## src/hw/bpr_pkg.sv

```systemverilog
package bpr_pkg;

  // ----------------------------------------------------------------
  // Timing
  // ----------------------------------------------------------------
  localparam int CLK_PERIOD_NS = 25;

  // ----------------------------------------------------------------
  // Arbiter states
  // ----------------------------------------------------------------
  typedef enum logic [1:0] {
    BPR_IDLE  = 2'b00,
    BPR_WAIT  = 2'b01,
    BPR_OWN   = 2'b10
  } bpr_state_t;

  // ----------------------------------------------------------------
  // Bus-side pin group (active-low lines, open-collector style)
  // ----------------------------------------------------------------
  typedef struct packed {
    logic prio_out_n;
    logic req_o;
    logic req_oe;
  } bpr_bus_out_t;

  localparam logic BPR_PRIO_OUT_RST = 1'b0;

  // ----------------------------------------------------------------
  // Reset and idle levels
  // ----------------------------------------------------------------
  localparam logic BPR_PIN_IDLE     = 1'b1;
  localparam logic BPR_PRIO_IN_RST  = 1'b0;
  localparam logic BPR_OE_RST       = 1'b0;
  localparam logic BPR_GRANT_RST    = 1'b0;
  localparam logic BPR_REQ_LEVEL    = 1'b0;

endpackage

```

## src/hw/bpr_arbiter.sv

```systemverilog
// ----------------------------------------------------------------
// Functional notes
// ----------------------------------------------------------------
// Functional notes
// - Wanting the bus drives priority out high, blocking lower masters.
// - Finished with the bus, drive priority out low only while priority in is active.
// - Not wanting the bus with priority in active, drive priority out low.
// - In parallel mode the priority output is disabled entirely.
// - A waiting master not owning the bus asserts shared request.
`timescale 1ns/100ps

module bpr_arbiter
  import bpr_pkg::*;
#(
  parameter int SYNC_DEPTH = 3
)
(
  input  wire logic         clk,
  input  wire logic         rst,
  input  wire logic         clk_en,
  input  wire logic         parallel_mode,
  input  wire logic         bus_req,
  input  wire logic         bus_done,
  input  wire logic         bus_priority_in_n,
  output bpr_bus_out_t      bus_pins,
  output logic              bus_priority_out_oe,
  output logic              shared_request_n_o,
  output logic              shared_request_n_oe,
  output logic              bus_grant
);

  // ----------------------------------------------------------------
  // Elaboration checks
  // ----------------------------------------------------------------
  // Fewer than three stages leaves no settled pair of stages to compare
  if (SYNC_DEPTH < 3) begin : g_bad_sync_depth
    $error("bpr_arbiter: SYNC_DEPTH must be at least 3");
  end

  // ----------------------------------------------------------------
  // State decoding helpers
  // ----------------------------------------------------------------
  function automatic logic state_waits(input bpr_state_t s);
    return (s == BPR_WAIT);
  endfunction

  function automatic logic state_owns(input bpr_state_t s);
    return (s == BPR_OWN);
  endfunction

  function automatic logic state_wants(input bpr_state_t s);
    return (s != BPR_IDLE);
  endfunction

  // Without a live priority input we keep blocking, so a busy higher
  // master stays shielded from every master further down the chain
  function automatic logic chain_blocks(input logic wants, input logic prio_ok);
    return wants || !prio_ok;
  endfunction

  // ----------------------------------------------------------------
  // Pin synchroniser: change counts once the last two stages agree
  // ----------------------------------------------------------------
  logic [SYNC_DEPTH-1:0] prio_sync_reg;
  logic                  prio_in_reg;
  logic                  sync_settled;

  always_ff @(posedge clk or posedge rst) begin
    if (rst) begin
      prio_sync_reg <= {SYNC_DEPTH{BPR_PIN_IDLE}};
    end else if (clk_en) begin
      prio_sync_reg <= {prio_sync_reg[SYNC_DEPTH-2:0], bus_priority_in_n};
    end
  end

  // Adds no latency to a steady change but rejects a single-cycle glitch
  assign sync_settled = (prio_sync_reg[SYNC_DEPTH-1] == prio_sync_reg[SYNC_DEPTH-2]);

  always_ff @(posedge clk or posedge rst) begin
    if (rst) begin
      prio_in_reg <= BPR_PRIO_IN_RST;
    end else if (clk_en && sync_settled) begin
      prio_in_reg <= ~prio_sync_reg[SYNC_DEPTH-1];
    end
  end

  // ----------------------------------------------------------------
  // Ownership state
  // ----------------------------------------------------------------
  bpr_state_t state_reg;
  bpr_state_t state_next;

  always_comb begin
    state_next = state_reg;
    unique case (state_reg)
      BPR_IDLE: begin
        if (bus_req) begin
          state_next = BPR_WAIT;
        end
      end
      BPR_WAIT: begin
        if (!bus_req) begin
          state_next = BPR_IDLE;
        end else if (prio_in_reg) begin
          state_next = BPR_OWN;
        end
      end
      BPR_OWN: begin
        if (bus_done || !bus_req || !prio_in_reg) begin
          state_next = BPR_IDLE;
        end
      end
      default: state_next = BPR_IDLE;
    endcase
  end

  always_ff @(posedge clk or posedge rst) begin
    if (rst) begin
      state_reg <= BPR_IDLE;
    end else if (clk_en) begin
      state_reg <= state_next;
    end
  end

  // ----------------------------------------------------------------
  // Outputs, all registered
  // ----------------------------------------------------------------
  logic wants_next;
  logic waits_next;
  logic owns_next;
  logic block_next;

  assign wants_next = state_wants(state_next);
  assign waits_next = state_waits(state_next);
  assign owns_next  = state_owns(state_next);
  assign block_next = chain_blocks(wants_next, prio_in_reg);

  // One process owns the whole pin struct, so every field has one driver
  always_ff @(posedge clk or posedge rst) begin
    if (rst) begin
      bus_pins.prio_out_n <= BPR_PRIO_OUT_RST;
      bus_pins.req_o      <= BPR_REQ_LEVEL;
      bus_pins.req_oe     <= BPR_OE_RST;
    end else if (clk_en) begin
      bus_pins.prio_out_n <= block_next;
      bus_pins.req_o      <= BPR_REQ_LEVEL;
      bus_pins.req_oe     <= waits_next;
    end
  end

  always_ff @(posedge clk or posedge rst) begin
    if (rst) begin
      bus_priority_out_oe <= BPR_OE_RST;
    end else if (clk_en) begin
      bus_priority_out_oe <= ~parallel_mode;
    end
  end

  // ----------------------------------------------------------------
  // Shared request
  // ----------------------------------------------------------------
  // Open drain: drive low only, release otherwise; dropped while owning
  // so the line only tells the owner that someone else is waiting
  always_ff @(posedge clk or posedge rst) begin
    if (rst) begin
      shared_request_n_o  <= BPR_REQ_LEVEL;
      shared_request_n_oe <= BPR_OE_RST;
    end else if (clk_en) begin
      shared_request_n_o  <= BPR_REQ_LEVEL;
      shared_request_n_oe <= waits_next;
    end
  end

  // ----------------------------------------------------------------
  // Grant
  // ----------------------------------------------------------------
  always_ff @(posedge clk or posedge rst) begin
    if (rst) begin
      bus_grant <= BPR_GRANT_RST;
    end else if (clk_en) begin
      bus_grant <= owns_next;
    end
  end

endmodule

```

## config.mk

```make
export PLATFORM = sky130hd
export DESIGN_NAME = bpr_arbiter
export DESIGN_NICKNAME = d
export VERILOG_FILES = /design/src/hw/bpr_pkg.sv /design/src/hw/bpr_arbiter.sv
export SDC_FILE = /design/constraint.sdc
export NUM_CORES = 1
export LEC_CHECK = 0
export BUFFER_PORTS_ARGS = -buffer_cell sky130_fd_sc_hd__buf_4
export CAP_MARGIN = 30
export CORE_AREA = 2 2 39 41
export DETAILED_ROUTE_END_ITERATION = 10
export DIE_AREA = 0 0 41 43
export PLACE_DENSITY = 0.62
export SLEW_MARGIN = 25
export SYNTH_ARGS = -nofsm -noshare
export SYNTH_HDL_FRONTEND = slang
export SYNTH_SLANG_ARGS = --single-unit
```

## constraint.sdc

```tcl
create_clock -name clk -period 1.1 [get_ports clk]
set_clock_uncertainty 0.2 [all_clocks]
set_input_delay 0.055 -clock clk [delete_from_list [all_inputs] [get_ports clk]]
set_output_delay 0.055 -clock clk [all_outputs]
set_load 0.005 [all_outputs]
```

==> flow_summary_export.csv <==
group,metric,value,unit
run_status,status,"finished with violations",
run_status,violations,"negative hold slack, negative setup slack",
synthesis,yosys_warnings,0,
die,row_count,14,
clocking,clk-insertion-delay-late,0.26,ns
placed_design,gp_congestion,0.730,
clocking,cts.sink_count,10,
job,drv_cap,0,
final_layout,postLayoutCellArea,631,sq um
grt,grt_util_all_layers,11.1,%
grt,grt_pass1_wl,1300,um
clocking,cts_inserted_buffers,3,
sta,finalCritPeriodShare,104,%
critical_path,crit_arrival,1.08,ns
clocking,cts_tree,"built",
die,dieArea,0.00176,sq mm
die,initial_utilization,32.5,%
final_layout,area_growth,40.4,%
sta,rsz0062_at_grt,"true",
synthesis,ys_types,18,
synthesis,synth_area,449,sq um
sta,slew_viol_final,0,
critical_path,reg2reg_slack,-0.04,ns
die,die_w,41,um
critical_path,critPathKind,"reg2reg",
power,power.share.combinational,19.4,%
final_layout,fillers,136,
die,fp.dieH,43,um
synthesis,synth_area_leaders,"dfrtp_1 (39%), dfstp_2 (18%), o21ai_0 (6.7%), inv_1 (5.8%), buf_4 (5.0%)",
sta,fin_ws,-0.0419,ns
power,seqPwrFrac,47.1,%
synthesis,synth_seq_area_share,56.5,%
synthesis,syn_inst,45,
final_layout,drive_gt1_share,42.9,%
clocking,cts_setup_buffers,0,
final_layout,largest_reg_flops,3,
critical_path,crit_family,"flip-flops",
critical_path,cp.buffers_inverters,0,
power,p_sw_share,24.9,%
routing,drt-pass1-iter-count,2,
sta,fmax,0.876,GHz
clocking,cts_root_buffer,"clkbuf_4",
power,p_leak,0.296,nW
critical_path,cp_cell_sequence,"nor2b_4 > o2111ai_2 > o21ai_1",
sta,hold_slack,-0.114,ns
clocking,htreeDepth,1,
routing,drt_wl_total,841,um
sta,finalHoldViolations,10,
die,io_pins,14,
placed_design,place_ws,-0.0699,ns
critical_path,crit_path_start_kind,"flip-flop",
grt,grt_max_degree,17,
critical_path,cpPeakStageDelay,0.42,ns
critical_path,setup.worst_path.end_class,"flip-flop",
power,p_switching,243,uW
routing,drtIter0Drc,3,
power,ir_drop,891,uV
grt,grt_overflow,0,
routing,ant_nets,0,
routing,drc,0,
sta,setup_viol,2,
final_layout,diodes,0,
die,core,0.00138,sq mm
routing,wl_per_cell,10.6,um
power,clockPowerShare,33.5,%
power,intPower,732,uW
routing,num_vias,345,
critical_path,crit_fanout,4,
grt,grt_pass1_vias,297,
synthesis,synth_top_cell_by_area,"dfrtp_1",
hold_path,hold_path.class,"in2reg",
synthesis,synth_top_area_share,39.0,%
sta,finalCriticalPeriod,1.14,ns
clocking,clock_path_buffers,2,
placed_design,io_buffer_count,11,
critical_path,slowest_stage,"dfrtp_1",
synthesis,synth-seq-cells,10,
final_layout,nets,71,
placed_design,dp_hpwl,571,um
placed_design,placed_cell_area,537,sq um
routing,via_per_inst,4.37,
clocking,ctsHoldBuffers,4,
grt,antenna_found_initial,0,
synthesis,avgSynthCellArea,9.98,sq um
critical_path,critPathRequiredTime,1.04,ns
clocking,path_clk_slew,0.07,ns
power,power_density,1550,mW/mm^2
[worst reg2reg max path: stages, from the launching register on]
cell       delay (ns)
dfrtp_1          0.42
nor2b_4          0.15
o2111ai_2        0.16
o21ai_1          0.10
[what timing repair did]
item / CTS / global route
cloned: 0 / 0
gates resized for setup: 0 / 8
pin swaps: 1 / 3
endpoints found under the hold margin: 19 / 8
setup endpoints to repair: 3 / 6
[kinds of logic (layout without fill, tap and decap cells)]
logic type,after synthesis,count (layout),share of synthesized area (%)
AND/OR/NAND/NOR,10,10,11.4
multiplexers,1,1,2.51
flip-flops,10,10,56.5
other,1,2,0.835
AO/OA/AOI/OAI,12,12,15.3
buffers and inverters,11,28,13.4
[metrics by stage]
step | std cells | utilization, % | total power, mW | setup TNS [ns]
after global placement | 71 | 38.8 | 0.618 | -0.0869
after global routing | 79 | 45.6 | 1.04 | -0.391
after detailed placement | 71 | 38.8 | 0.625 | -0.114
final | 79 | 45.6 | 0.975 | -0.0655
after floorplan | 46 | - | 0.547 | -0.0576
after CTS | 79 | 44.3 | 0.966 | -0.135
[cell type report]
class	instances	area (sq um)	area share, %
timing repair buffer	17	138	21.8
inverter	7	26.3	4.17
clock buffer	4	36.3	5.75
tap	16	20.0	3.17
sequential	10	254	40.3
multi-input combinational	25	156	24.8
[power by group through the flow]
stage	Combinational, mW	Sequential, mW	Clock, mW
after global placement	0.159	0.459	0
after detailed placement	0.163	0.462	0
final	0.189	0.459	0.327
after floorplan	0.0864	0.461	0
after global routing	0.213	0.464	0.358
after CTS	0.174	0.455	0.337
[synthesized netlist by cell type]
master,count
dfstp_2,3
nor2b_1,1
inv_1,7
nor3b_2,1
a21oi_1,1
o21ai_1,2
mux2_2,1
buf_6,1
nor2_1,2
dfrtp_1,7
nand2_1,5
buf_4,3
o2111ai_1,1
conb_1,1
o21ai_0,6
a31oi_1,1
a21oi_2,1
nand4_1,1
[worst paths after layout]
kind	startpoint	endpoint	depth (start not counted)
max	state_reg[0]	state_reg[1]	3
min	clk_en	bus_priority_out_oe	2
max reg2reg	state_reg[0]	state_reg[1]	3
min reg2reg	prio_sync_reg[0]	prio_sync_reg[1]	2
max in group asynchronous	rst	prio_sync_reg[2]	3
min in group asynchronous	rst	bus_pins[0]	3
[metal layers]
layer	wire [um]	share of wire [%]	up-vias	global-route usage (%)
li1	-	-	178	-
met1	415	49	157	16.2
met2	381	45	8	13.4
met3	38	4.5	2	4.71
met4	6	0.71	0	6.00
met5	0	0	-	0
[layout by cell type (no fill, tap or decap), drive strengths merged, types with 3 or more instances in the layout]
| cell | instances |
|---|---|
| inv | 7 |
| dfrtp | 7 |
| clkbuf | 4 |
| dfstp | 3 |
| dlygate4sd3 | 4 |
| buf | 13 |
| nand2 | 5 |
| o21ai | 8 |
No activity file was read; power rests on OpenSTA's default activity.
